===== config.mk =====
export PLATFORM = sky130hd
export DESIGN_NAME = cprs_top
export DESIGN_NICKNAME = d
export VERILOG_FILES = /design/src/cprs_pkg.sv /design/src/cprs_ctrl_mem.sv /design/src/cprs_top.sv
export VERILOG_INCLUDE_DIRS = /design/src
export SDC_FILE = /design/constraint.sdc
export NUM_CORES = 1
export LEC_CHECK = 0
export BUFFER_PORTS_ARGS = -buffer_cell sky130_fd_sc_hd__buf_2
export CORE_ASPECT_RATIO = 1.25
export CORE_UTILIZATION = 25
export CTS_CLUSTER_DIAMETER = 200
export DETAILED_ROUTE_END_ITERATION = 10
export GPL_ROUTABILITY_DRIVEN = 0
export GPL_TIMING_DRIVEN = 0
export SLEW_MARGIN = 20
export SYNTH_ARGS = -nofsm -noshare
export SYNTH_HDL_FRONTEND = slang
export SYNTH_SLANG_ARGS = --single-unit

===== constraint.sdc =====
create_clock -name clk -period 5.1 [get_ports clk]
set_input_delay 0.51 -clock clk [delete_from_list [all_inputs] [get_ports clk]]
set_output_delay 0.51 -clock clk [all_outputs]
set_load 0.05 [all_outputs]

===== src/cprs_map.svh =====
`ifndef CPRS_MAP_SVH
`define CPRS_MAP_SVH
`define CPRS_ADDR_W 18
`define CPRS_CMD_W 5
`define CPRS_CS_W 4
`define CPRS_MODE_W 2
`define CPRS_MODE_DUAL 2'h0
`define CPRS_MODE_QUAD_DIRECT 2'h1
`define CPRS_MODE_QUAD_ENC 2'h3
`define CPRS_MODE_RSVD 2'h2
`define CPRS_PAR_EN_RESET 1'h0
`define CPRS_MODE_RESET 2'h0
`define CPRS_CTRL_DEPTH 16
`define CPRS_CTRL_AW 4
`define CPRS_CTRL_DW 8
`define CPRS_PAR_WORD_IDX 4'hE
`define CPRS_CFG_WORD_IDX 4'hD
`define CPRS_PAR_EN_BIT 0
`define CPRS_MODE_LSB 0
`endif


===== src/cprs_pkg.sv =====
package cprs_pkg;
  typedef enum logic [2:0] {
    CPRS_ST_IDLE = 3'h1,
    CPRS_ST_FWD = 3'h2,
    CPRS_ST_ERR = 3'h4
  } cprs_state_t;
endpackage : cprs_pkg


===== src/cprs_ctrl_mem.sv =====
`timescale 1ns/100ps
`default_nettype none
`include "cprs_map.svh"
module cprs_ctrl_mem #(
  parameter int DEPTH = `CPRS_CTRL_DEPTH,
  parameter int AW = `CPRS_CTRL_AW,
  parameter int DW = `CPRS_CTRL_DW
) (
  input wire logic clk,
  input wire logic srst,
  input wire logic wr_en,
  input wire logic [AW-1:0] wr_addr,
  input wire logic [DW-1:0] wr_data,
  input wire logic [AW-1:0] rd_addr,
  output logic [DW-1:0] rd_data
);
  logic [DW-1:0] mem_reg [DEPTH];
  logic [DW-1:0] rd_data_reg;
  always_ff @(posedge clk)
  begin
    if (wr_en)
    begin
      mem_reg[wr_addr] <= wr_data;
    end
    if (srst)
    begin
      rd_data_reg <= '0;
    end
    else
    begin
      rd_data_reg <= mem_reg[rd_addr];
    end
  end
  assign rd_data = rd_data_reg;
endmodule : cprs_ctrl_mem
`default_nettype wire


===== src/cprs_top.sv =====
// Function
// - Control word bit enables parity checking.
// - Host parity compared against qualified command inputs.
// - Mismatch drives open-drain alert low.
// - Enabled: forward only error-free commands.
// - Disabled: forward every chip-selected command except control word writes.
// - Control word writes are parity checked.
// - Chip selects choose the receiving rank.
// - Two-bit field picks one of three modes.
`timescale 1ns/100ps
`default_nettype none
`include "cprs_map.svh"
module cprs_top #(
  parameter int AW = `CPRS_ADDR_W,
  parameter int CW = `CPRS_CMD_W,
  parameter int SW = `CPRS_CS_W
) (
  input wire logic clk,
  input wire logic srst,
  input wire logic [SW-1:0] cs_in_n,
  input wire logic [CW-1:0] cmd_in,
  input wire logic [AW-1:0] addr_in,
  input wire logic cmd_addr_parity_in,
  input wire logic ctrl_word_wr,
  output logic [SW-1:0] cs_out_n,
  output logic [CW-1:0] cmd_out,
  output logic [AW-1:0] addr_out,
  output logic cmd_valid_out,
  output logic alert_out,
  output logic alert_oe_n,
  output logic parity_err_out,
  output logic parity_en_out,
  output logic [1:0] rank_mode_field
);
  // Host pins pass two stages before any logic reads them; this costs two cycles of latency.
  logic [SW-1:0] cs_s1_reg, cs_s2_reg;
  logic [CW-1:0] cmd_s1_reg, cmd_s2_reg;
  logic [AW-1:0] addr_s1_reg, addr_s2_reg;
  logic par_s1_reg, par_s2_reg;
  logic wr_s1_reg, wr_s2_reg;
  logic [SW-1:0] cs_out_reg, cs_out_next;
  logic [CW-1:0] cmd_out_reg, cmd_out_next;
  logic [AW-1:0] addr_out_reg, addr_out_next;
  logic valid_reg, valid_next, perr_reg, perr_next;
  logic parity_en_reg, parity_en_next;
  logic [1:0] mode_reg, mode_next;
  cprs_pkg::cprs_state_t state_reg, state_next;
  logic [`CPRS_CTRL_DW-1:0] rd_data;
  logic qualified, mismatch, accept, mem_wr;
  logic alert_oe_n_reg, alert_oe_n_next;
  logic alert_out_reg, alert_out_next;
  logic [`CPRS_CTRL_AW-1:0] word_idx;
  logic [`CPRS_CTRL_DW-1:0] word_data;

  function automatic logic cprs_even_fail(input logic [CW-1:0] c, input logic [AW-1:0] a, input logic p);
    cprs_even_fail = ^{c, a, p};
  endfunction : cprs_even_fail

  function automatic logic [`CPRS_CTRL_AW-1:0] cprs_word_idx(input logic [AW-1:0] a);
    cprs_word_idx = a[`CPRS_CTRL_AW-1:0];
  endfunction : cprs_word_idx

  function automatic logic [`CPRS_CTRL_DW-1:0] cprs_word_data(input logic [AW-1:0] a);
    cprs_word_data = a[`CPRS_CTRL_AW +: `CPRS_CTRL_DW];
  endfunction : cprs_word_data

  // Rank three has no encoded code here; a module that needs it must use the direct quad mode.
  function automatic logic [SW-1:0] cprs_rank_sel(input logic [1:0] m, input logic [SW-1:0] cs);
    logic [SW-1:0] r;
    r = '1;
    unique case (m)
      `CPRS_MODE_DUAL: r = {2'h3, cs[1:0]};
      `CPRS_MODE_QUAD_DIRECT: r = cs;
      `CPRS_MODE_QUAD_ENC:
      begin
        // Encoded: cs0 active picks the pair, cs1 picks rank within it.
        if (!cs[0])
        begin
          r = ~(4'h1 << {cs[1], 1'b0});
        end
        else if (!cs[1])
        begin
          r = ~(4'h2);
        end
      end
      default: r = '1;
    endcase
    cprs_rank_sel = r;
  endfunction : cprs_rank_sel

  always_ff @(posedge clk)
  begin
    cs_s1_reg <= cs_in_n;
    cs_s2_reg <= cs_s1_reg;
    cmd_s1_reg <= cmd_in;
    cmd_s2_reg <= cmd_s1_reg;
    addr_s1_reg <= addr_in;
    addr_s2_reg <= addr_s1_reg;
    par_s1_reg <= cmd_addr_parity_in;
    par_s2_reg <= par_s1_reg;
    wr_s1_reg <= ctrl_word_wr;
    wr_s2_reg <= wr_s1_reg;
  end

  // All sixteen words are kept so the host can store its whole setup, though only two steer this block.
  cprs_ctrl_mem u_mem (
    .clk(clk),
    .srst(srst),
    .wr_en(mem_wr),
    .wr_addr(word_idx),
    .wr_data(word_data),
    .rd_addr(`CPRS_PAR_WORD_IDX),
    .rd_data(rd_data)
  );

  always_comb
  begin
    qualified = (cs_s2_reg != '1) || wr_s2_reg;
    word_idx = cprs_word_idx(addr_s2_reg);
    word_data = cprs_word_data(addr_s2_reg);
    mismatch = cprs_even_fail(cmd_s2_reg, addr_s2_reg, par_s2_reg);
    accept = qualified && !(parity_en_reg && mismatch);
    mem_wr = wr_s2_reg && accept;
    state_next = state_reg;
    cs_out_next = '1;
    cmd_out_next = cmd_out_reg;
    addr_out_next = addr_out_reg;
    valid_next = 1'b0;
    perr_next = 1'b0;
    parity_en_next = parity_en_reg;
    mode_next = mode_reg;
    alert_oe_n_next = 1'b1;
    alert_out_next = 1'b0;
    // An error wins over a control write, so a corrupted write never lands.
    if (qualified && parity_en_reg && mismatch)
    begin
      perr_next = 1'b1;
      alert_oe_n_next = 1'b0;
      state_next = cprs_pkg::CPRS_ST_ERR;
    end
    else if (accept && wr_s2_reg)
    begin
      state_next = cprs_pkg::CPRS_ST_IDLE;
      if (word_idx == `CPRS_PAR_WORD_IDX)
      begin
        parity_en_next = word_data[`CPRS_PAR_EN_BIT];
      end
      if (word_idx == `CPRS_CFG_WORD_IDX)
      begin
        // The reserved code is refused so the rank decode never sees it.
        if (word_data[`CPRS_MODE_LSB +: `CPRS_MODE_W] != `CPRS_MODE_RSVD)
        begin
          mode_next = word_data[`CPRS_MODE_LSB +: `CPRS_MODE_W];
        end
      end
    end
    else if (accept)
    begin
      state_next = cprs_pkg::CPRS_ST_FWD;
      cs_out_next = cprs_rank_sel(mode_reg, cs_s2_reg);
      cmd_out_next = cmd_s2_reg;
      addr_out_next = addr_s2_reg;
      valid_next = 1'b1;
    end
    else
    begin
      state_next = cprs_pkg::CPRS_ST_IDLE;
    end
  end

  always_ff @(posedge clk)
  begin
    if (srst)
    begin
      state_reg <= cprs_pkg::CPRS_ST_IDLE;
      cs_out_reg <= '1;
      cmd_out_reg <= '0;
      addr_out_reg <= '0;
      valid_reg <= 1'b0;
      perr_reg <= 1'b0;
      // Checking starts off so a host that never programs it still gets commands through.
      parity_en_reg <= `CPRS_PAR_EN_RESET;
      mode_reg <= `CPRS_MODE_RESET;
      alert_oe_n_reg <= 1'b1;
      alert_out_reg <= 1'b0;
    end
    else
    begin
      state_reg <= state_next;
      cs_out_reg <= cs_out_next;
      cmd_out_reg <= cmd_out_next;
      addr_out_reg <= addr_out_next;
      valid_reg <= valid_next;
      perr_reg <= perr_next;
      parity_en_reg <= parity_en_next;
      mode_reg <= mode_next;
      alert_oe_n_reg <= alert_oe_n_next;
      alert_out_reg <= alert_out_next;
    end
  end

  assign cs_out_n = cs_out_reg;
  assign cmd_out = cmd_out_reg;
  assign addr_out = addr_out_reg;
  assign cmd_valid_out = valid_reg;
  // Alert data stays low; the enable alone decides when the shared line is pulled.
  assign alert_out = alert_out_reg;
  // Open drain: enable low pulls the line low for one cycle per error.
  assign alert_oe_n = alert_oe_n_reg;
  assign parity_err_out = perr_reg;
  assign parity_en_out = parity_en_reg;
  assign rank_mode_field = mode_reg;
endmodule : cprs_top
`default_nettype wire


### Word level (Yosys, flattened, before mapping)

Index checks and enable logic that the tools add are counted.

| cells by class | value |
|---|---|
| equal/unequal tests | 6 |
| shift operators | 1 |
| mux-type cells | 6 |
| bitwise logic cells | 4 |
| reductions and logical operators | 14 |

Operators by type and width:

| cell | count |
|---|---|
| 24-bit parity | 1 |
| 4-bit case mux with 3 select lines | 1 |
| 4-bit == test, second input constant | 2 |
| 3-bit AND reduction | 2 |
| 1-bit logical AND | 5 |
| 4-bit 2-to-1 mux | 1 |
| 4-bit != test, second input constant | 1 |
| 4-bit NOT | 1 |
| 4-bit AND reduction | 1 |
| 4-bit OR reduction | 1 |
| 1-bit by 2-bit << shifter with 4-bit output, first input constant | 1 |
| 1-bit 2-to-1 mux | 3 |
| 1-bit NOT | 3 |
| 3-bit OR reduction | 1 |
| 2-bit by 1-bit == test with 1-bit output, second input constant | 1 |
| 2-bit == test, second input constant | 1 |
| 2-bit logical NOT | 1 |
| 2-bit 2-to-1 mux | 1 |
| 2-bit != test, second input constant | 1 |
| 1-bit logical NOT | 1 |
| 1-bit logical OR | 1 |

| storage, ports and cells | value |
|---|---|
| bits in registers | 91 |
| input bits | 31 |
| output and inout port bits | 34 |
| word-level logic and storage cells | 49 |

### Logic depth before layout (Yosys ltp)

Gate-level depths: netlist (run 1).

| depth | value |
|---|---|
| word-level depth | 7 |
| depth in mapped cells | 8 |
| gate-level depth less buffers | 6 |

### Worst setup path after synthesis (run 1)

Ideal clock, no wire load.

| timing path | value |
|---|---|
| path type | reg-to-reg |
| from | register cmd_s2_reg[0] |
| to | register addr_out_reg[10], in the netlist addr_out[10] |
| library setup time | 120 ps |
| arrival | 1755 ps |
| required time | 4980 ps |
| slack | 3225 ps |
| cell stages (with the launch flop) | 9 |
| path buffers | 2 |
| period minus slack after synthesis | 1875 ps |
| path through | dfxtp_1 xor2_1 xnor2_1 xnor2_1 xnor3_1 o21a_1 buf_6 buf_6 mux2i_1 |

| between the ends | value |
|---|---|
| longest elaborated chain between the ends | 7 |
| elaborated cells between the ends (all ways) | 9 |
| those cells by class | bitwise (2); reduce/logical (7) |

Ends and longest elaborated chain:

| what | line | source |
|---|---|---|
| from (decl) | cprs_top.sv:37 | `logic [CW-1:0] cmd_s1_reg, cmd_s2_reg;` |
| from (signal assigned) | cprs_top.sv:96 | `cmd_s2_reg <= cmd_s1_reg;` |
| 24-bit parity * | cprs_top.sv:56 | `cprs_even_fail = ^{c, a, p};` |
| 1-bit logical AND | cprs_top.sv:122 | `accept = qualified && !(parity_en_reg && mismatch);` |
| 1-bit logical NOT | cprs_top.sv:122 |  |
| 1-bit logical AND | cprs_top.sv:122 |  |
| 1-bit logical AND | cprs_top.sv:141 | `else if (accept && wr_s2_reg)` |
| 1-bit NOT (no line) | - |  |
| 3-bit AND reduction (no line) * | - |  |
| to (signal assigned) | cprs_top.sv:192 | `addr_out_reg <= addr_out_next;` |
| to (decl) | cprs_top.sv:43 | `logic [AW-1:0] addr_out_reg, addr_out_next;` |

Mark *: on every way between the ends. The rest lies on a longest branch, timed or not.
A chain may end at the register's enable or synchronous reset.

### Worst setup path in the final report (run 1)

| timing path | value |
|---|---|
| from | register cmd_s2_reg[0] |
| to | register addr_out_reg[13], in the netlist addr_out[13] |

Same word-level chain as after synthesis.

==> flow_metrics.py, run 1 <==
metrics = {
    "yosys": {
        "synth_area_leaders": "dfxtp_1 65%, nand2b_1 11%, mux2i_1 9.3%",
        "yosys_warnings": 0,
        "yosys.area.top_type": "dfxtp_1",
        "seq_area_frac_synth_pct": 64.9,
        "netlist.area_leader.share_pct": 64.9,
        "syn_area_per_cell_um2": 12.5,
        "syn-num-nets": 255,
        "synth-async-reset-ratio_pct": 0,
        "synth-edff-count": 0,
        "synthCells": 224,
        "synth_most_common_cell": "dfxtp_1",
        "syn_area_um2": 2810,
        "synth_commonest_cells": "91 x dfxtp_1, 50 x nand2b_1, 26 x mux2i_1",
        "synth_cell_types": 26,
        "synth_flop_cell": "dfxtp_1",
        "ys_ff_latch": 91,
    },
    "setup_path": {
        "cp-end-kind": "register",
        "required_ns": 5.32,
        "crit_fanout": 10,
        "worst-setup-path-type": "register to register",
        "worst_path_largest_cell_delay_ns": 0.46,
        "worstPathCellList": "xor2_1, xnor2_1, xnor2_1, xnor3_1, o21a_1, buf_6, buf_6, mux2i_1",
        "crit_path_start_kind": "register",
        "rrSetupSlack_ns": 3.02,
        "crit_path_top_delay_cell": "xnor3_1",
        "critPathArrivalTime_ns": 2.30,
    },
    "pwr": {
        "power_density_nw_per_um2": 456,
        "power_leakage_nw": 1.54,
        "design_power_total_mw": 1.63,
        "vdd_ir_drop_max_v": 0.000232,
    },
    "clock_network": {
        "cts_tree": "done",
        "cts.repair.resized": 0,
        "cts_buffers": 9,
        "clk_pin_slew_ns": 0.06,
        "insertion_delay_ns": 0.33,
        "postCtsHoldBufs": 0,
        "postCtsSetupBuffers": 0,
        "cts.sinks": 91,
        "clockRootBuffer": "clkbuf_16",
        "cts_max_level": 3,
        "clockBufferDepth": 2,
    },
    "sta": {
        "layout_worst_path_cycle_share_pct": 40.8,
        "skew_ns": 0.00461,
        "rsz0062_at_grt": "no",
        "fmax_mhz": 481,
        "drv_slew": 0,
        "final-setup-viol-count": 0,
        "finalSetupTns_ns": 0,
        "hold_viol": 0,
        "period_needed_ns": 2.08,
    },
    "floorplan": {
        "start_util_pct": 26.1,
        "die_w_um": 96.8,
        "die_h_um": 121,
        "rows": 42,
        "die_area_um2": 11700,
        "coreArea_um2": 10800,
        "ioPinCount": 65,
    },
    "global_routing": {
        "antenna_found_initial": 0,
        "grt_max_degree": 15,
        "first_global_vias": 1654,
        "overflow": 0,
        "track_usage_pct": 9.37,
        "grt_first_pass_wirelength_um": 8140,
    },
    "finish": {
        "layout-drive-gt1-share_pct": 26.5,
        "nNetsFinal": 328,
        "area_delta_synth_final_pct": 27.5,
        "fin_area_um2": 3580,
        "postLayoutCoreUtil_pct": 33.2,
        "diodes": 0,
    },
    "job": {
        "drv_cap": 0,
    },
    "placed_design": {
        "numPortBuffers": 62,
        "placed_cell_area_um2": 3280,
        "dp_hpwl_um": 3700,
    },
    "routing": {
        "ant_nets": 0,
        "first_iter_violations": 46,
        "vias": 1681,
        "post_drt_wl_per_cell_um": 11.8,
        "dr.pass1.iters": 4,
        "routed_wirelength_um": 5140,
        "viasPerCell": 3.87,
        "remaining_drc_errors": 0,
    },
    "min_path": {
        "min_path_type": "input pin to register",
    },
    "run_status": {
        "run_status": "finished, final reports clean",
    },
}
power by group:
group          leakage (nW)  internal (mW)  switching, mW
Combinational         0.643         0.0848          0.124
Sequential            0.761          0.754         0.0209
Clock                 0.139          0.392          0.258
kinds of logic (layout without fill, tap and decap cells):
logic type	Yosys count	in the layout	synth area share, %
flops	91	91	64.9
simple gates	67	67	14.8
mux	26	26	9.27
xor+xnor	22	22	7.35
buf+inv	11	89	2.41
compound gates	6	6	1.20
other cells	1	1	0.134
path summary, 6_finish.rpt:
check	startpoint	cells past startpoint	endpoint
hold / removal	addr_in[12]	1	addr_s1_reg[12]$_DFF_P_
setup / recovery	cmd_s2_reg[0]$_DFF_P_	8	addr_out[13]$_SDFFE_PP0P_
setup reg to reg	cmd_s2_reg[0]$_DFF_P_	8	addr_out[13]$_SDFFE_PP0P_
hold reg to reg	cs_s1_reg[1]$_DFF_P_	0	cs_s2_reg[1]$_DFF_P_
placed cells by master (no fill, tap or decap), types with 3 or more instances in the layout:
cell       instances
dfxtp_1           91
buf_2             62
nand2b_1          50
mux2i_1           26
xnor2_1           18
clkbuf_16          9
clkbuf_1           8
xor2_1             3
nor2_1             3
buf_6              3
a21oi_1            3
worst max-delay path: cells and delay by family, from the launching register on:
kind | cells | cell delay (ns)
xor gates and xnor gates | 4 | 1.01
DFF | 1 | 0.32
buffers and inverters | 2 | 0.31
AOI/OAI and AO/OA | 1 | 0.19
muxes | 1 | 0.12
through the flow:
stage / instances / hold WS (ns) / worst slack, ns
global route: 434 / 0.259 / 2.86
CTS: 434 / 0.259 / 2.96
detailed placement: 418 / 0.312 / 3.00
floorplan: 224 / 0.310 / 3.23
finish: 434 / 0.277 / 3.02
global placement: 418 / 0.311 / 2.98
final cells by class:
class,instances,area [µm²]
Clock buffer,12,246
Multi-Input combinational cell,122,920
Clock inverter,4,50.0
Inverter,1,3.75
Timing Repair Buffer,62,310
Buffer,10,63.8
Fill cell,1078,7190
Tap cell,132,165
Sequential cell,91,1820
layer usage:
layer / GRT usage, % / vias up / routed length [µm]
li1: - / 865 / -
met1: 9.97 / 762 / 2240
met2: 15.6 / 43 / 2470
met3: 3.64 / 11 / 310
met4: 5.88 / 0 / 114
met5: 0 / - / 0
Power figures use the tool's default switching activity.
==> run 2: changes to the inputs <==
- clock period: 5.1 -> 2.07 ns (I/O delays scaled with it)
==> run 2 against run 1 <==
Effect of this change:
- total power grew to 2.5 times the previous value
- sequential cell count unchanged
- sequential power increased by 150%
- setup slack lost 3.0 ns
- via count is 7.2% higher
- critical endpoint unchanged
- largest power group unchanged
- highest routed layer unchanged
==> flow_metrics.py, run 2 (synthesis results as in run 1) <==
metrics = {
    "run_status": {
        "run_status": "finished, final reports clean",
    },
    "sta": {
        "layout_worst_path_cycle_share_pct": 99.6,
        "final-setup-viol-count": 0,
        "fin_ws_ns": 0.00868,
        "fmax_mhz": 485,
        "period_needed_ns": 2.06,
        "drv_slew": 0,
        "skew_ns": 0.00450,
        "hold_viol": 0,
        "finalSetupTns_ns": 0,
        "rsz0062_at_grt": "yes",
    },
    "setup_path": {
        "crit_path_top_delay_cell": "xnor3_1",
        "rr_worst_depth": 8,
        "crit_path_start_kind": "register",
        "crit_fanout": 10,
        "worstPathCellList": "xor2_2, xnor2_2, xnor2_1, xnor3_1, o21a_1, buf_6, buf_12, mux2i_1",
        "path_depth": 8,
        "required_ns": 2.29,
        "critPathArrivalTime_ns": 2.28,
        "worst_path_largest_cell_delay_ns": 0.47,
        "cpLargestDelayFamily": "XOR/XNOR gates",
        "worst-setup-path-type": "register to register",
        "timing.critical_path.buf_inv": 2,
        "cp-end-kind": "register",
    },
    "floorplan": {
        "die_w_um": 96.8,
        "die_area_um2": 11700,
        "rows": 42,
        "die_h_um": 121,
        "ioPinCount": 65,
        "start_util_pct": 26.1,
        "coreArea_um2": 10800,
    },
    "pwr": {
        "power_leakage_nw": 1.73,
        "power_density_nw_per_um2": 1030,
        "vdd_ir_drop_max_v": 0.000519,
    },
    "global_routing": {
        "grt_max_degree": 15,
        "busiest_layer": "met2",
        "grt_first_pass_wirelength_um": 8680,
        "antenna_found_initial": 0,
        "track_usage_pct": 9.97,
        "first_global_vias": 1790,
        "overflow": 0,
        "met3_usage_pct": 3.58,
        "use_met2_pct": 17.3,
        "met1_usage_pct": 10.3,
    },
    "routing": {
        "post_drt_wl_per_cell_um": 11.8,
        "first_iter_violations": 50,
        "remaining_drc_errors": 0,
        "vias": 1802,
        "ant_nets": 0,
        "viasPerCell": 3.86,
        "dr.pass1.iters": 4,
        "routed_wirelength_um": 5500,
    },
    "placed_design": {
        "dp.cells": 418,
        "dp_hpwl_um": 3700,
        "place_ws_ns": -0.0282,
        "numPortBuffers": 62,
    },
    "finish": {
        "nNetsFinal": 361,
        "diodes": 0,
        "seq_area_um2": 1830,
        "area_delta_synth_final_pct": 42.3,
        "layout_common_cells": "86 x dfxtp_1, 62 x buf_2, 50 x nand2b_1",
        "n_fill_cell": 1042,
        "multi_input_area_um2": 980,
        "final_cells": 467,
        "layout-drive-gt1-share_pct": 29.0,
        "final_common_cell": "dfxtp_1",
    },
    "job": {
        "drv_cap": 0,
    },
    "clock_network": {
        "insertion_delay_ns": 0.33,
        "cts_max_level": 3,
        "clk_pin_slew_ns": 0.06,
        "clockBufferDepth": 2,
        "cts_buffers": 9,
        "cts_tree": "done",
        "clockRootBuffer": "clkbuf_16",
        "cts.sinks": 91,
    },
    "min_path": {
        "whs_path_depth": 0,
        "min_path_type": "register to register",
    },
}
run 2: final cells by class:
class	count	area share (%)
clock inverter	4	1.25
timing repair buffer	95	16.1
sequential	91	45.7
inverter	1	0.0939
tap	132	4.13
clock buffer	12	6.17
buffer	10	2.03
multi-input combinational	122	24.5
run 2: layer usage:
| metal | vias to the layer above | share of wire (%) |
|---|---|---|
| met3 | 10 | 5.4 |
| met4 | 0 | 2.3 |
| met2 | 43 | 50 |
| met1 | 823 | 42 |
| met5 | - | 0 |
| li1 | 926 | - |
run 2: stage by stage:
step | total power, mW | area [µm²] | utilization (%) | hold WS, ns
6_report | 4.11 | 4000 | 37.1 | 0.325
3_5_place_dp | 2.47 | 3280 | 30.5 | 0.311
5_1_grt | 4.28 | 4000 | 37.1 | 0.326
3_3_place_gp | 2.46 | 3280 | 30.5 | 0.309
4_1_cts | 4.15 | 3920 | 36.4 | 0.326
2_1_floorplan | 2.34 | 2810 | - | 0.235
run 2: what timing repair did:
action,in CTS,in global routing
endpoints found under the setup margin,16,28
resized for setup,5,12
endpoints found under the hold margin,29,0
buffers inserted,2,2
pin swaps,3,4
hold buffers,29,0
run 2: path summary, 6_finish.rpt:
path,start,endpoint,slack (ns)
min reg2reg,cmd_s1_reg[0]$_DFF_P_,cmd_s2_reg[0]$_DFF_P_,0.33
min,cmd_s1_reg[0]$_DFF_P_,cmd_s2_reg[0]$_DFF_P_,0.33
max,cmd_s2_reg[1]$_DFF_P_,addr_out[13]$_SDFFE_PP0P_,0.009
max reg2reg,cmd_s2_reg[1]$_DFF_P_,addr_out[13]$_SDFFE_PP0P_,0.009
run 2: power by group:
part	leakage, nW	internal, mW	switching [mW]
clock network	0.139	0.966	0.632
logic	0.831	0.276	0.321
registers	0.761	1.86	0.0556
run 2: worst register-to-register path, cell delays in order (launching register included):
cell	delay (ns)
dfxtp_2	0.33
xor2_2	0.18
xnor2_2	0.14
xnor2_1	0.22
xnor3_1	0.47
o21a_1	0.19
buf_6	0.14
buf_12	0.15
mux2i_1	0.12
==> run 3: changes to the inputs <==
- SETUP_SLACK_MARGIN: unset -> 0.4
- SYNTH_HIERARCHICAL: unset -> 1
==> run 3 against run 2 <==
Effect of this change:
- sequential power about the same
- total power down 3.6%
- area after synthesis did not move
- first-iteration DRC count unchanged
- global-route usage increased by 0.10 points
- routed wire length decreased by 2.6%
- combinational power about the same
- critical path depth unchanged
- sequential share of layout area grew 0.55 points
==> flow_metrics.py, run 3 <==
metrics = {
    "run_status": {
        "run_status": "finished, final reports clean",
    },
    "routing": {
        "viasPerCell": 3.85,
        "routed_wirelength_um": 5360,
        "post_drt_wl_per_cell_um": 11.4,
        "dr.pass1.iters": 4,
        "vias": 1803,
        "ant_nets": 0,
        "remaining_drc_errors": 0,
        "first_iter_violations": 50,
    },
    "floorplan": {
        "coreArea_um2": 10800,
        "rows": 42,
        "die_area_um2": 11700,
        "die_h_um": 121,
        "die_w_um": 96.8,
        "ioPinCount": 65,
        "start_util_pct": 26.1,
    },
    "clock_network": {
        "clk_pin_slew_ns": 0.06,
        "cts.sinks": 91,
        "clockRootBuffer": "clkbuf_16",
        "insertion_delay_ns": 0.33,
        "cts_buffers": 9,
        "cts_max_level": 3,
        "cts_tree": "done",
        "clockBufferDepth": 2,
    },
    "setup_path": {
        "required_ns": 2.32,
        "crit_path_top_delay_cell": "xnor3_1",
        "worst_path_largest_cell_delay_ns": 0.45,
        "worstPathCellList": "xnor2_2, xnor2_2, xnor2_2, xnor3_1, o21a_1, buf_6, buf_12, mux2i_1",
        "worst-setup-path-type": "register to register",
        "r2r_end": "cmd_out[1]$_SDFFE_PP0P_",
        "critPathArrivalTime_ns": 2.25,
        "rrSetupSlack_ns": 0.06,
        "crit_path_start_kind": "register",
        "cp_common_cell": "xnor2_2",
        "crit_fanout": 10,
        "rr_worst_depth": 8,
        "timing.rr.start": "addr_s2_reg[6]$_DFF_P_",
        "cp-end-kind": "register",
    },
    "finish": {
        "seq_area_um2": 1840,
        "area_delta_synth_final_pct": 41.3,
        "layout-drive-gt1-share_pct": 30.4,
        "layout_common_cells": "81 x dfxtp_1, 62 x buf_2, 50 x nand2b_1",
        "nNetsFinal": 362,
        "multi_input_area_um2": 972,
        "postLayoutCoreUtil_pct": 36.8,
        "final_common_cell": "dfxtp_1",
        "n_fill_cell": 1024,
        "diodes": 0,
    },
    "yosys": {
        "synth_commonest_cells": "91 x dfxtp_1, 50 x nand2b_1, 26 x mux2i_1",
        "syn_area_per_cell_um2": 12.5,
        "yosys.area.top_type": "dfxtp_1",
        "synth-edff-count": 0,
        "netlist.area_leader.share_pct": 64.9,
        "synth_area_leaders": "dfxtp_1 65%, nand2b_1 11%, mux2i_1 9.3%",
        "yosys_warnings": 6,
        "ys_ff_latch": 91,
        "syn-num-nets": 255,
        "synthCells": 224,
        "synth-async-reset-ratio_pct": 0,
        "synth_cell_types": 26,
        "synth_most_common_cell": "dfxtp_1",
        "syn_area_um2": 2810,
        "synth_flop_cell": "dfxtp_1",
        "seq_area_frac_synth_pct": 64.9,
    },
    "min_path": {
        "whs_path_depth": 0,
        "min_path_type": "register to register",
        "holdCritStartpoint": "addr_s1_reg[9]$_DFF_P_",
        "hold-path-endpoint": "addr_s2_reg[9]$_DFF_P_",
    },
    "pwr": {
        "vdd_ir_drop_max_v": 0.000516,
        "design_power_total_mw": 3.96,
        "power_leakage_nw": 1.71,
        "power_density_nw_per_um2": 998,
    },
    "global_routing": {
        "grt_first_pass_wirelength_um": 8860,
        "track_usage_pct": 10.1,
        "first_global_vias": 1811,
        "grt_max_degree": 16,
        "antenna_found_initial": 0,
        "overflow": 0,
    },
    "sta": {
        "fmax_mhz": 499,
        "final-setup-viol-count": 0,
        "period_needed_ns": 2.01,
        "drv_slew": 0,
        "rsz0062_at_grt": "yes",
        "finalSetupTns_ns": 0,
        "skew_ns": 0.00641,
        "layout_worst_path_cycle_share_pct": 96.9,
        "hold_viol": 0,
    },
    "placed_design": {
        "dp_hpwl_um": 3730,
        "numPortBuffers": 62,
    },
    "job": {
        "drv_cap": 0,
    },
}
## run 3: area by class of cell
type	count	area share, %
plain buffers	10	2.05
clock buffers	11	5.86
clock inverters	5	0.977
inverters	1	0.0946
multi-input cells	122	24.5
flip-flops and latches	91	46.3
well taps	132	4.16
repair buffers	96	16.1
## run 3: where the power goes
group          switching, mW  total [mW]  internal (mW)  leakage [nW]
Sequential            0.0531        1.91           1.86         0.761
Combinational          0.323       0.599          0.276         0.830
Clock                  0.633        1.45          0.817         0.118
Total                   1.01        3.96           2.95          1.71
## run 3: metal layers
metal / wire (µm) / GRT usage [%] / up-vias
li1: - / - / 935
met1: 2200 / 10.5 / 824
met2: 2870 / 17.9 / 38
met3: 208 / 3.29 / 6
met4: 76 / 5.32 / 0
met5: 0 / 0 / -
## run 3: worst max path at each step
stage	startpoint	end	slack, ns	cells after the start
finish	addr_s2_reg[6]$_DFF_P_	cmd_out[1]$_SDFFE_PP0P_	0.06	8
floorplan	addr_s2_reg[2]$_DFF_P_	addr_out[5]$_SDFFE_PP0P_	0.21	8
detailed placement	addr_s2_reg[8]$_DFF_P_	cmd_out[1]$_SDFFE_PP0P_	-0.02	8
global route	addr_s2_reg[8]$_DFF_P_	addr_out[1]$_SDFFE_PP0P_	-0.06	8
global placement	addr_s2_reg[8]$_DFF_P_	addr_out[14]$_SDFFE_PP0P_	-0.04	8
CTS	addr_s2_reg[11]$_DFF_P_	cmd_out[1]$_SDFFE_PP0P_	0.01	8
## run 3: timing repair
item,in CTS,in global routing
gates cloned,0,0
pin swaps,6,1
gates resized for setup,7,6
endpoints found under the hold margin,29,0
buffers inserted,4,1
endpoints found under the setup margin,33,33
hold buffers,29,0
## run 3: stage by stage
stage / instance area, µm² / instances / hold WS [ns] / setup slack (ns)
2_1_floorplan: 2840 / 224 / 0.235 / 0.209
3_3_place_gp: 3310 / 418 / 0.309 / -0.0400
3_5_place_dp: 3310 / 418 / 0.311 / -0.0224
4_1_cts: 3920 / 467 / 0.326 / 0.0129
5_1_grt: 3970 / 468 / 0.329 / -0.0572
6_report: 3970 / 468 / 0.326 / 0.0640
## run 3: kinds of logic (layout without fill, tap and decap cells)
family	count (synthesis)	after routing	share of synthesized area, %
AO/OA/AOI/OAI	6	6	1.20
AND/OR/NAND/NOR	67	67	14.8
flip-flops	91	91	64.9
other	1	1	0.134
buffers and inverters	11	123	2.41
XOR/XNOR	22	22	7.35
multiplexers	26	26	9.27
## run 3: critical path: cells and delay by family (launching register included)
kind	cells	cell delay [ns]
DFF	1	0.33
muxes	1	0.16
xor gates and xnor gates	4	0.97
AOI/OAI and AO/OA	1	0.19
buffers and inverters	2	0.27
